File: config.mk
export PLATFORM = sky130hd
export DESIGN_NAME = rx_alarm_status
export DESIGN_NICKNAME = d
export VERILOG_FILES = /design/src/hw/rx_alarm_pkg.sv /design/src/hw/sat_count.sv /design/src/hw/rx_alarm_status.sv
export VERILOG_INCLUDE_DIRS = /design/src /design/src/hw
export SDC_FILE = /design/constraint.sdc
export NUM_CORES = 1
export LEC_CHECK = 0
export BUFFER_PORTS_ARGS = -buffer_cell sky130_fd_sc_hd__buf_2
export CORE_UTILIZATION = 45
export DETAILED_ROUTE_END_ITERATION = 10
export PLACE_DENSITY = 0.78
export RECOVER_POWER = 25
export SLEW_MARGIN = 30
export SYNTH_ARGS = -nofsm -noshare
export SYNTH_HDL_FRONTEND = slang
export SYNTH_SLANG_ARGS = --single-unit
File: constraint.sdc
create_clock -name clock -period 3 [get_ports clock]
set_input_delay 0 -clock clock [delete_from_list [all_inputs] [get_ports clock]]
set_output_delay 0 -clock clock [all_outputs]
set_load 0.05 [all_outputs]
File: src/hw/rx_alarm_regs.svh
// Register map, field positions, reset values and alarm thresholds
`ifndef RX_ALARM_REGS_SVH
`define RX_ALARM_REGS_SVH

// =====================================================================
// Register indexes and byte addresses
`define IDX_ALARM_STATUS   8'h06
`define IDX_SYNC_STATE     8'h1e
`define IDX_RX_CONTROL     8'h20
`define ADDR_ALARM_STATUS  8'h18
`define ADDR_SYNC_STATE    8'h78
`define ADDR_RX_CONTROL    8'h80

// =====================================================================
// Field positions
`define BIT_SIG_ALL_ONES   3'h7
`define BIT_DISTANT_MF     3'h6
`define BIT_SIG_ALL_ZEROS  3'h5
`define BIT_STORE_SLIP     3'h4
`define BIT_UNFRAMED_ONES  3'h3
`define BIT_FAR_END        3'h2
`define BIT_CARRIER_LOST   3'h1
`define BIT_SYNC_LOST      3'h0
`define CTL_CRC_MODE       3'h0
`define CTL_EXT_CARRIER    3'h1

// =====================================================================
// Reset values
`define RST_CONTROL        2'h0
`define RST_FLAGS          8'h00

// =====================================================================
// Alarm thresholds and windows
`define CL_ZEROS_SHORT     12'h0ff
`define CL_ZEROS_LONG      12'h800
`define CL_WINDOW_LAST     8'hfe
`define CL_ONES_CLEAR      6'h20
`define UA_WINDOW_LAST     9'h1ff
`define FEW_ZEROS          3'h3
`define TS_SIGNALING       5'h10
`define MF_LAST_FRAME      4'hf
`define TS_LAST_BIT        3'h7
`define DMA_BIT            3'h5
`define FAR_END_BIT        3'h2

`endif

File: src/hw/rx_alarm_pkg.sv
// Types shared by the receive alarm and synchronizer status block
package rx_alarm_pkg;

  // Position of the current received bit within the E1 structure
  typedef struct packed {
    logic [4:0] ts_index;     // Timeslot 0..31
    logic [2:0] bit_index;    // Bit 1..8 as 0..7
    logic [3:0] frame_index;  // Frame 0..15 of the multiframe
    logic       align_frame;  // Frame carries the alignment word
  } rx_timing_t;

  // Live synchronizer state from the framer
  typedef struct packed {
    logic fas_search;
    logic cas_search;
    logic crc_search;
    logic in_sync;
  } sync_status_t;

  // Whole state of the main module
  typedef struct packed {
    logic        awready;
    logic        wready;
    logic        aw_held;
    logic        w_held;
    logic [7:0]  aw_addr;
    logic [7:0]  w_data;
    logic        w_lane0;
    logic        bvalid;
    logic [1:0]  bresp;
    logic        arready;
    logic        rvalid;
    logic [1:0]  rresp;
    logic [31:0] rdata;
    logic [7:0]  live;
    logic [7:0]  flags;
    logic [7:0]  snap;
    logic        armed;
    logic [3:0]  pend;
    logic        int_b;
    logic [5:0]  resync_cnt;
    logic [7:0]  sync_state;
    logic        crc_en;
    logic        ext_cl;
    logic [7:0]  cl_win;
    logic [8:0]  ua_win;
    logic        dma_prev;
    logic [1:0]  ra_hist;
    logic        ts16_one;
  } state_t;

endpackage

File: src/hw/sat_count.sv
// Saturating up counter with synchronous clear and clock enable
`timescale 1ns/10ps
module sat_count #(
  parameter int W   = 4,
  parameter int MAX = 15
) (
  input  wire logic         clock,
  input  wire logic         rst_b,
  input  wire logic         ce,
  input  wire logic         clr,
  input  wire logic         inc,
  output logic [W-1:0]      count
);

  typedef struct packed {
    logic [W-1:0] count;
  } cnt_state_t;

  cnt_state_t s_r;
  cnt_state_t s_nxt;

  // Clear wins over increment; stop at the top value
  always_comb begin
    s_nxt = s_r;
    if (clr) begin
      s_nxt.count = '0;
    end else if (inc && (s_r.count != W'(MAX))) begin
      s_nxt.count = s_r.count + W'(1);
    end
  end

  // State register
  always_ff @(posedge clock or negedge rst_b) begin
    if (!rst_b) begin
      s_r <= '0;
    end else if (ce) begin
      s_r <= s_nxt;
    end
  end

  assign count = s_r.count;

endmodule // sat_count

File: src/hw/rx_alarm_status.sv
// Receive alarm detection and synchronizer status with AXI4-Lite registers
//
// Operation
// - Six-bit resync count shown as bits 5..2 and 0 in status bits 7..3.
// - Synchronizer status is read-only, live, and needs no mask write.
// - Each expired 8 ms CRC multiframe search adds one to the count.
// - Reaching CRC multiframe sync clears the count.
// - CRC mode disabled holds the count at zero.
// - Count wraps from 63 to zero.
// - Fewer than three zeros in timeslot 16 per multiframe sets all-ones.
// - Timeslot 16 all zeros over a multiframe sets all-zeros.
// - Distant multiframe bit high twice sets alarm, low twice clears it.
// - Fewer than three zeros in 512 bits sets unframed all-ones.
// - Far-end bit high three times sets alarm, low three times clears.
// - 255 zeros, or 2048 in extended mode, set carrier loss.
// - At least 32 ones in a 255-bit window clear carrier loss.
// - Flags latch, clear on write-back, stay while condition persists.
// - Mask write refreshes chosen read bits; write-back clears them.
// - Changes of alarm bits 3..0 pull interrupt low until bit is read.
//
// Register access over AXI4-Lite was chosen for this implementation.
`timescale 1ns/10ps
`include "rx_alarm_regs.svh"
module rx_alarm_status (
  input  wire logic                        clock,
  input  wire logic                        rst_b,
  input  wire logic                        ce,
  input  wire logic                        rx_data,
  input  wire logic                        bit_en,
  input  wire rx_alarm_pkg::rx_timing_t    timing,
  input  wire rx_alarm_pkg::sync_status_t  sync,
  input  wire logic                        crc_timeout,
  input  wire logic                        crc_found,
  input  wire logic                        slip,
  input  wire logic                        awvalid,
  output logic                             awready,
  input  wire logic [7:0]                  awaddr,
  input  wire logic                        wvalid,
  output logic                             wready,
  input  wire logic [31:0]                 wdata,
  input  wire logic [3:0]                  wstrb,
  output logic                             bvalid,
  input  wire logic                        bready,
  output logic [1:0]                       bresp,
  input  wire logic                        arvalid,
  output logic                             arready,
  input  wire logic [7:0]                  araddr,
  output logic                             rvalid,
  input  wire logic                        rready,
  output logic [31:0]                      rdata,
  output logic [1:0]                       rresp,
  output logic                             int_b
);

  // ===================================================================
  // Declarations
  localparam logic [1:0] RESP_OKAY   = 2'h0;
  localparam logic [1:0] RESP_SLVERR = 2'h2;

  rx_alarm_pkg::state_t s_r;
  rx_alarm_pkg::state_t s_nxt;

  logic [11:0] zero_run;
  logic [5:0]  cl_ones;
  logic [1:0]  ua_zeros;
  logic [1:0]  ts16_zeros;
  logic        ts16_bit;
  logic        ts16_last;
  logic        cl_last;
  logic        ua_last;
  logic        wr_fire;
  logic        rd_take;
  logic [11:0] cl_thresh;

  // ===================================================================
  // Bit-stream qualifiers
  assign ts16_bit  = bit_en && (timing.ts_index == `TS_SIGNALING);
  assign ts16_last = ts16_bit && (timing.bit_index == `TS_LAST_BIT)
                     && (timing.frame_index == `MF_LAST_FRAME);
  assign cl_last   = bit_en && (s_r.cl_win == `CL_WINDOW_LAST);
  assign ua_last   = bit_en && (s_r.ua_win == `UA_WINDOW_LAST);
  assign cl_thresh = s_r.ext_cl ? `CL_ZEROS_LONG : `CL_ZEROS_SHORT;
  assign wr_fire   = s_r.aw_held && s_r.w_held && !s_r.bvalid;
  assign rd_take   = arvalid && s_r.arready;

  // Run of consecutive zeros on the line
  sat_count #(.W(12), .MAX(2048)) u_zero_run (
    .clock (clock),
    .rst_b (rst_b),
    .ce    (ce),
    .clr   (bit_en && rx_data),
    .inc   (bit_en && !rx_data),
    .count (zero_run)
  );

  // Ones inside the current 255-bit window
  sat_count #(.W(6), .MAX(32)) u_cl_ones (
    .clock (clock),
    .rst_b (rst_b),
    .ce    (ce),
    .clr   (cl_last),
    .inc   (bit_en && rx_data),
    .count (cl_ones)
  );

  // Zeros inside the current 512-bit window
  sat_count #(.W(2), .MAX(3)) u_ua_zeros (
    .clock (clock),
    .rst_b (rst_b),
    .ce    (ce),
    .clr   (ua_last),
    .inc   (bit_en && !rx_data),
    .count (ua_zeros)
  );

  // Zeros in timeslot 16 over the current multiframe
  sat_count #(.W(2), .MAX(3)) u_ts16_zeros (
    .clock (clock),
    .rst_b (rst_b),
    .ce    (ce),
    .clr   (ts16_last),
    .inc   (ts16_bit && !rx_data),
    .count (ts16_zeros)
  );

  // ===================================================================
  // Next-state logic
  always_comb begin
    logic [7:0] clr_mask;
    logic [7:0] events;
    clr_mask = 8'h00;
    events   = 8'h00;
    s_nxt    = s_r;

    // Signaling alarms evaluated at the end of each multiframe
    if (ts16_last) begin
      s_nxt.live[`BIT_SIG_ALL_ONES] =
        ({1'b0, ts16_zeros} + {2'b00, !rx_data}) < `FEW_ZEROS;
      s_nxt.live[`BIT_SIG_ALL_ZEROS] = !(s_r.ts16_one || rx_data);
      s_nxt.ts16_one = 1'b0;
    end else if (ts16_bit && rx_data) begin
      s_nxt.ts16_one = 1'b1;
    end

    // Distant multiframe bit in frame 0 of timeslot 16
    if (ts16_bit && (timing.frame_index == 4'h0)
        && (timing.bit_index == `DMA_BIT)) begin
      s_nxt.dma_prev = rx_data;
      if (rx_data && s_r.dma_prev) begin
        s_nxt.live[`BIT_DISTANT_MF] = 1'b1;
      end else if (!rx_data && !s_r.dma_prev) begin
        s_nxt.live[`BIT_DISTANT_MF] = 1'b0;
      end
    end

    // Far-end alarm bit of the non-align frame
    if (bit_en && (timing.ts_index == 5'h00) && !timing.align_frame
        && (timing.bit_index == `FAR_END_BIT)) begin
      s_nxt.ra_hist = {s_r.ra_hist[0], rx_data};
      if (rx_data && (s_r.ra_hist == 2'h3)) begin
        s_nxt.live[`BIT_FAR_END] = 1'b1;
      end else if (!rx_data && (s_r.ra_hist == 2'h0)) begin
        s_nxt.live[`BIT_FAR_END] = 1'b0;
      end
    end

    // Unframed all-ones over 512-bit windows
    if (bit_en) begin
      s_nxt.ua_win = s_r.ua_win + 9'h001;
    end
    if (ua_last) begin
      s_nxt.live[`BIT_UNFRAMED_ONES] =
        ({1'b0, ua_zeros} + {2'b00, !rx_data}) < `FEW_ZEROS;
    end

    // Carrier loss: zero run sets, ones in a 255-bit window clear
    if (bit_en) begin
      s_nxt.cl_win = cl_last ? 8'h00 : s_r.cl_win + 8'h01;
    end
    if (bit_en && !rx_data && ((zero_run + 12'h001) >= cl_thresh)) begin
      s_nxt.live[`BIT_CARRIER_LOST] = 1'b1;
    end else if (cl_last && rx_data
                 && ((cl_ones + 6'h01) >= `CL_ONES_CLEAR)) begin
      s_nxt.live[`BIT_CARRIER_LOST] = 1'b0;
    end else if (cl_last && !rx_data && (cl_ones >= `CL_ONES_CLEAR)) begin
      s_nxt.live[`BIT_CARRIER_LOST] = 1'b0;
    end

    // Sync lost follows the framer directly
    s_nxt.live[`BIT_SYNC_LOST] = !sync.in_sync;
    s_nxt.live[`BIT_STORE_SLIP] = 1'b0;
    events[`BIT_STORE_SLIP] = slip;

    // CRC resync attempt counter
    if (!s_r.crc_en) begin
      s_nxt.resync_cnt = 6'h00;
    end else if (crc_found) begin
      s_nxt.resync_cnt = 6'h00;
    end else if (crc_timeout) begin
      s_nxt.resync_cnt = s_r.resync_cnt + 6'h01;
    end

    // Live synchronizer state, never latched
    s_nxt.sync_state = {s_nxt.resync_cnt[5:2], s_nxt.resync_cnt[0],
                        sync.fas_search, sync.cas_search,
                        sync.crc_search};

    // Interrupt pending on every change of condition alarm bits 3..0
    s_nxt.pend = s_r.pend;
    if (rd_take && (araddr == `ADDR_ALARM_STATUS)) begin
      s_nxt.pend = s_r.pend & ~s_r.snap[3:0];
    end
    s_nxt.pend = s_nxt.pend | (s_nxt.live[3:0] ^ s_r.live[3:0]);

    // Write address and data channels, taken in either order
    if (awvalid && s_r.awready) begin
      s_nxt.aw_held = 1'b1;
      s_nxt.aw_addr = awaddr;
    end
    if (wvalid && s_r.wready) begin
      s_nxt.w_held  = 1'b1;
      s_nxt.w_data  = wdata[7:0];
      s_nxt.w_lane0 = wstrb[0];
    end
    if (s_r.bvalid && bready) begin
      s_nxt.bvalid = 1'b0;
    end
    if (wr_fire) begin
      s_nxt.aw_held = 1'b0;
      s_nxt.w_held  = 1'b0;
      s_nxt.bvalid  = 1'b1;
      s_nxt.bresp   = RESP_OKAY;
      case (s_r.aw_addr)
        `ADDR_ALARM_STATUS: begin
          if (s_r.w_lane0 && s_r.armed) begin
            clr_mask    = s_r.w_data;
            s_nxt.armed = 1'b0;
          end else if (s_r.w_lane0) begin
            s_nxt.snap = (s_r.snap & ~s_r.w_data)
                         | (s_r.flags & s_r.w_data);
          end
        end
        `ADDR_SYNC_STATE: begin
          s_nxt.bresp = RESP_OKAY;
        end
        `ADDR_RX_CONTROL: begin
          if (s_r.w_lane0) begin
            s_nxt.crc_en = s_r.w_data[`CTL_CRC_MODE];
            s_nxt.ext_cl = s_r.w_data[`CTL_EXT_CARRIER];
          end
        end
        default: begin
          s_nxt.bresp = RESP_SLVERR;
        end
      endcase
    end
    s_nxt.awready = !s_nxt.aw_held;
    s_nxt.wready  = !s_nxt.w_held;

    // Latched flags: set wins over the write-back clear
    s_nxt.flags = (s_r.flags & ~clr_mask) | s_r.live | events;

    // Read channel, one read under way at a time
    if (s_r.rvalid && rready) begin
      s_nxt.rvalid  = 1'b0;
      s_nxt.arready = 1'b1;
    end
    if (rd_take) begin
      s_nxt.arready = 1'b0;
      s_nxt.rvalid  = 1'b1;
      s_nxt.rresp   = RESP_OKAY;
      s_nxt.rdata   = 32'h0000_0000;
      case (araddr)
        `ADDR_ALARM_STATUS: begin
          s_nxt.rdata[7:0] = s_r.snap;
          s_nxt.armed      = 1'b1;
        end
        `ADDR_SYNC_STATE: begin
          s_nxt.rdata[7:0] = s_r.sync_state;
        end
        `ADDR_RX_CONTROL: begin
          s_nxt.rdata[1:0] = {s_r.ext_cl, s_r.crc_en};
        end
        default: begin
          s_nxt.rresp = RESP_SLVERR;
        end
      endcase
    end

    s_nxt.int_b = ~|s_nxt.pend;
  end

  // State register, frozen while ce is low
  always_ff @(posedge clock or negedge rst_b) begin
    if (!rst_b) begin
      s_r         <= '0;
      s_r.awready <= 1'b1;
      s_r.wready  <= 1'b1;
      s_r.arready <= 1'b1;
      s_r.int_b   <= 1'b1;
    end else if (ce) begin
      s_r <= s_nxt;
    end
  end

  // Outputs straight from the state register
  assign awready = s_r.awready;
  assign wready  = s_r.wready;
  assign bvalid  = s_r.bvalid;
  assign bresp   = s_r.bresp;
  assign arready = s_r.arready;
  assign rvalid  = s_r.rvalid;
  assign rdata   = s_r.rdata;
  assign rresp   = s_r.rresp;
  assign int_b   = s_r.int_b;
endmodule // rx_alarm_status

# After elaboration in Yosys (flattened, before gate mapping)
# Index checks and enable logic that the tools add are counted.
# classes
addsub	9
n_eq_ne	19
n_lt_le_gt_ge	5
n_bitwise	13
mux	44
reduce_logical	79
# op_table
op	n
$logic_and 1x1->1	36
$mux 12	3
$mux 36	1
$mux 8	4
$reduce_and 2->1	16
$mux 6	5
$and 8x8->8	3
$eq 8x8->1 const B	3
$mux 1	19
$eq 8x5->1 const B	2
$eq 8x7->1 const B	2
$mux 2	8
$not 8->8	2
$or 8x8->8	2
$reduce_bool 2->1	8
$add 12x1->12 const B	1
$add 6x1->6 const B	2
$ge 12x12->1	1
$ge 6x6->1 const B	2
$ne 12x12->1 const B	1
$pmux 6 s2	1
$add 9x1->9 const B	1
$eq 9x9->1 const B	1
$logic_not 1->1	9
30 further kinds	36
# totals
output_inout_bits	42
inputBits	82
regBits	124

# Depth between registers and ports, before layout
# logic_depth
ltp_word	11
mapped_depth	11
depth_no_buf	10

# Cells and area by module
# A second synthesis with hierarchy kept.
# unflattened
cells_unflattened	641
area_unflattened_um2	6448.7
# modules_own_cells
module	instances	seq_area_each_um2	cells_each	area_per_inst_um2
rx_alarm_status	1	2382.3	494	5062.4
sat_count (u_zero_run)	1	300.3	84	772.0
sat_count (u_cl_ones)	1	150.1	41	384.1
sat_count (u_ts16_zeros ...)	2	50.0	11	115.1

# Worst setup path before layout
# Ideal clock, no wire load.
# synth_path
path_kind	reg-to-reg
start	register u_zero_run.s_r, in the netlist u_zero_run.count[2]
end	register int_b (netlist name)
synth_period_minus_slack_ps	2664
required_ps	2920
stages_incl_launch_ff	12
arrival_time_ps	2584
path_slack_ps	336
n_path_buf	1
cell_sequence	dfrtp_1 buf_4 nand4_2 or2_2 nor3_1 xor2_1 ha_1 a211oi_1 nand2_1 a2111oi_2 o2111ai_1 a32o_1
# synth_via
elab_chain_len	8
# synth_rtl
element	line_no	rtl
from (decl)	sat_count.sv:19	cnt_state_t s_r;
from (signal assigned)	sat_count.sv:37	s_r <= s_nxt;
$add 12x1->12	rx_alarm_status.sv:180	if (bit_en && !rx_data && ((zero_run + 12'h001) >= cl_thresh)) begin
$ge 12x12->1	rx_alarm_status.sv:180	
$logic_and 1x1->1	rx_alarm_status.sv:180	
$mux 1	rx_alarm_status.sv:180	
$xor 4x4->4	rx_alarm_status.sv:213	s_nxt.pend = s_nxt.pend | (s_nxt.live[3:0] ^ s_r.live[3:0]);
$or 4x4->4	rx_alarm_status.sv:213	
$reduce_or 4->1	rx_alarm_status.sv:290	s_nxt.int_b = ~|s_nxt.pend;
$logic_not 1->1	rx_alarm_status.sv:290	
# No other way between the ends.
# A chain may end at the register's enable or synchronous reset.

# Worst setup path in the final report
# layout_path
start	register u_zero_run.s_r, in the netlist u_zero_run.count[1]
end	register int_b (netlist name)
# layout_via
elab_chain_len	8
# layout_rtl
element	line_no
$add 12x1->12	rx_alarm_status.sv:180
$ge 12x12->1	rx_alarm_status.sv:180
$logic_and 1x1->1	rx_alarm_status.sv:180
$mux 1	rx_alarm_status.sv:180
$xor 4x4->4	rx_alarm_status.sv:213
$or 4x4->4	rx_alarm_status.sv:213
$reduce_or 4->1	rx_alarm_status.sv:290
$logic_not 1->1	rx_alarm_status.sv:290
# No other way between the ends.

==> metrics <==
status complete, but fails checks; failing checks max-capacitance violations, max-slew violations; clock power share 0.396; sequential fraction of the synthesis area 0.470; Hold Fails Final Rpt 0; CTS tree yes; FFs w/ async S/R, synth 1.00; fillcell total 1120; initial core utilization 0.465; startpoint types flop; Tightest Hold Check Type in2reg; Die Area 14300 sq um; Worst Path Arrival 3100 ps; Crit path max-delay family simple AND/OR/NAND/NOR gates; CP Buf/Inv Count 0; RSZ-0062 raised after global routing false; Hold Worst Slack 8.94 ps; fin crit period 2760 ps; cell count after synthesis 625; CP endpoint int_b; Starting DRT DRC Count 320; Residual DRC 0; Core Area 13400 sq um; worst-skew pair later-pin latency 420 ps; Peak VDD IR 0.517 mV; crit path cell chain ha_1 > nand3_2 > nor2_1 > xor2_1 > ha_1 > nand3_1 > a221oi_1 > a2111oi_4 > or3_1 > a32o_1; Crit Path Category reg2reg; worst r2r src u_zero_run.count[1]; CP max-delay cell dfrtp_1; CP required 3350 ps; row count 42; Ports 124; commonest non-fill, non-tap cell in the layout dfrtp_1; final WL 14300 um; Final Slew Violations 31; # H-tree levels 4; Net Switching 1.64 mW; worst-path fanout max 6; Leak Pwr 3.47 nW; Multi-input gate area 2960 sq um; sequential power share 0.413; r2r worst-path depth 10; GRT Overall Usage 0.213; TritonRoute pass-1 iters 5; P&R area growth vs syn 21.0%; maxcap violations 1; layout cells sized above 1 0.224; cts bufs inserted 17; clock skew 10.4 ps; post-DR wirelength/cell 15.7 um; total power 5.27 mW; die extent in y 120 um; pwr dens 699 nW/um^2; final non-filler cell total 914; Comb pwr share 0.190; TNS Setup 0 ps; clk root buf clkbuf_16; crit end category flop; ANT cells 0; largest net degree at the start of global routing 66; GR Overflow Total 0; Sw Share 0.311; number of library cell types mapped by synthesis 58; Worst Setup SP u_zero_run.count[1]; final setup fails 0; CP most frequent cell ha_1; internal power 3.63 mW; path length in cells of the critical path 10; Vias 4951; first-pass GRT wire length 24000 um; GP Congestion 0.894; DR vias/cell 5.42; DP HPWL 9280 um; number of port buffers 70; EDFF count, synth 0; vias in the first global route 4899; clock slew at reported path FFs 60 ps; Critical Path Max Stage Delay 430 ps; prevailing post-synth register cell dfrtp_1; DP Cell Count 852; Yosys warnings 0; worst reg2reg path endpoint int_b; Cell Area, Synth 6230 sq um; setup bufs post-CTS 0; Slew HR -0.0130; nets 832; commonest cells after routing, fill and taps aside dfrtp_1 (112), nand2_1 (95), buf_2 (67); r2r setup slk 240 ps; Worst-Margin Slew 1520 ps; average size of a mapped cell 9.97 sq um; Clock Tree Buf Depth 2; area of all sequential standard cells 2930 sq um; Die X-Extent 120 um; post-route clock period utilization 0.918; clock sinks 117; max frequency 0.363 GHz; initial antenna violation count 0; Final ANT Viol Nets 0; Synth Register Bits 117
worst min-delay path, stage by stage:
cell and delay [ps]:
buf_2 90, or4_1 160, mux2_1 140
power by group through the flow:
stage	Sequential (mW)	Clock [mW]	Combinational (mW)
6_report	2.18	2.09	1.00
4_1_cts	2.17	2.11	0.993
3_5_place_dp	2.19	0	0.949
2_1_floorplan	2.19	0	0.697
5_1_grt	2.22	2.19	1.11
3_3_place_gp	2.18	0	0.915
cells by family (layout without fill, tap and decap cells):
family	Yosys count	after routing	share of synthesized area
buffers and inverters	75	163	0.0725
xor gates and xnor gates	26	26	0.0365
other	1	26	0.000602
muxes	35	35	0.0678
adders and majority gates	25	25	0.0502
and+or+nand+nor	222	222	0.174
AOI/OAI and AO/OA	124	124	0.128
DFF	117	117	0.470
per-layer routing:
metal | routed length (um) | up-vias | track usage
met1 | 6390 | 2414 | 0.271
met5 | 0 | - | 0
met2 | 6980 | 156 | 0.351
met3 | 741 | 17 | 0.0513
met4 | 216 | 0 | 0.0773
li1 | - | 2364 | -
sequential cells by signal, summed over array words and instances, names as in the netlist, 2 cells and up, named ones only:
signal	count
u_ua_zeros.count	2
u_ts16_zeros.count	2
u_zero_run.count	12
rdata	8
s_r	71
u_cl_ones.count	6
metrics by stage:
stage                      util  area [sq um]  setup WS (ps)
final                     0.563          7540            245
after global routing      0.563          7540           52.3
after CTS                 0.562          7530           36.6
after detailed placement  0.495          6630           52.3
after global placement    0.495          6630            168
after floorplan               -          6330            336
area by class of cell:
class                   count  area share
clock buffers              18      0.0569
clock inverters            14      0.0232
inverters                  17     0.00846
multi-input cells         458       0.392
flip-flops and latches    117       0.389
well taps                 176      0.0292
repair buffers            114       0.101
cells in the mapped netlist (3+ instances only):
library cell	n	share of area
dfstp_2	4	0.017
a21oi_1	15	0.012
a22o_1	11	0.015
dfrtp_1	113	0.45
nand2_1	95	0.057
o21ai_0	52	0.042
xor2_1	15	0.021
nand3_1	26	0.021
xnor2_1	11	0.015
o21a_1	3	0.0036
nor4_1	4	0.0040
and3_1	5	0.0050
nor2_1	36	0.022
nor3_2	3	0.0048
inv_1	17	0.010
buf_4	40	0.048
nand4_1	15	0.015
a21o_1	4	0.0048
o31ai_1	9	0.011
or3_1	6	0.0060
clkbuf_1	12	0.0072
ha_1	25	0.050
a22oi_1	7	0.0084
a21boi_0	3	0.0036
nor3_1	8	0.0064
mux2_2	24	0.043
a31oi_1	7	0.0070
mux2_4	8	0.019
how the worst min path moves through the flow:
stage	startpoint	endpoint	slack (ps)	cells past startpoint
floorplan	rst_b	asynchronous set/reset pin	-300	0
global placement	rst_b	rvalid	90	1
detailed placement	rst_b	rvalid	80	1
CTS	timing[3]	s_r[3]	10	3
global route	crc_found	s_r[36]	40	3
finish	timing[3]	s_r[3]	9	3
timing repair:
action | 4_1_cts | 5_1_grt
hold buffers | 30 | 0
hold endpoints to repair | 79 | 0
setup endpoints to repair | 0 | 3
resized for setup | 0 | 3
No activity file was read; power rests on OpenSTA's default activity.
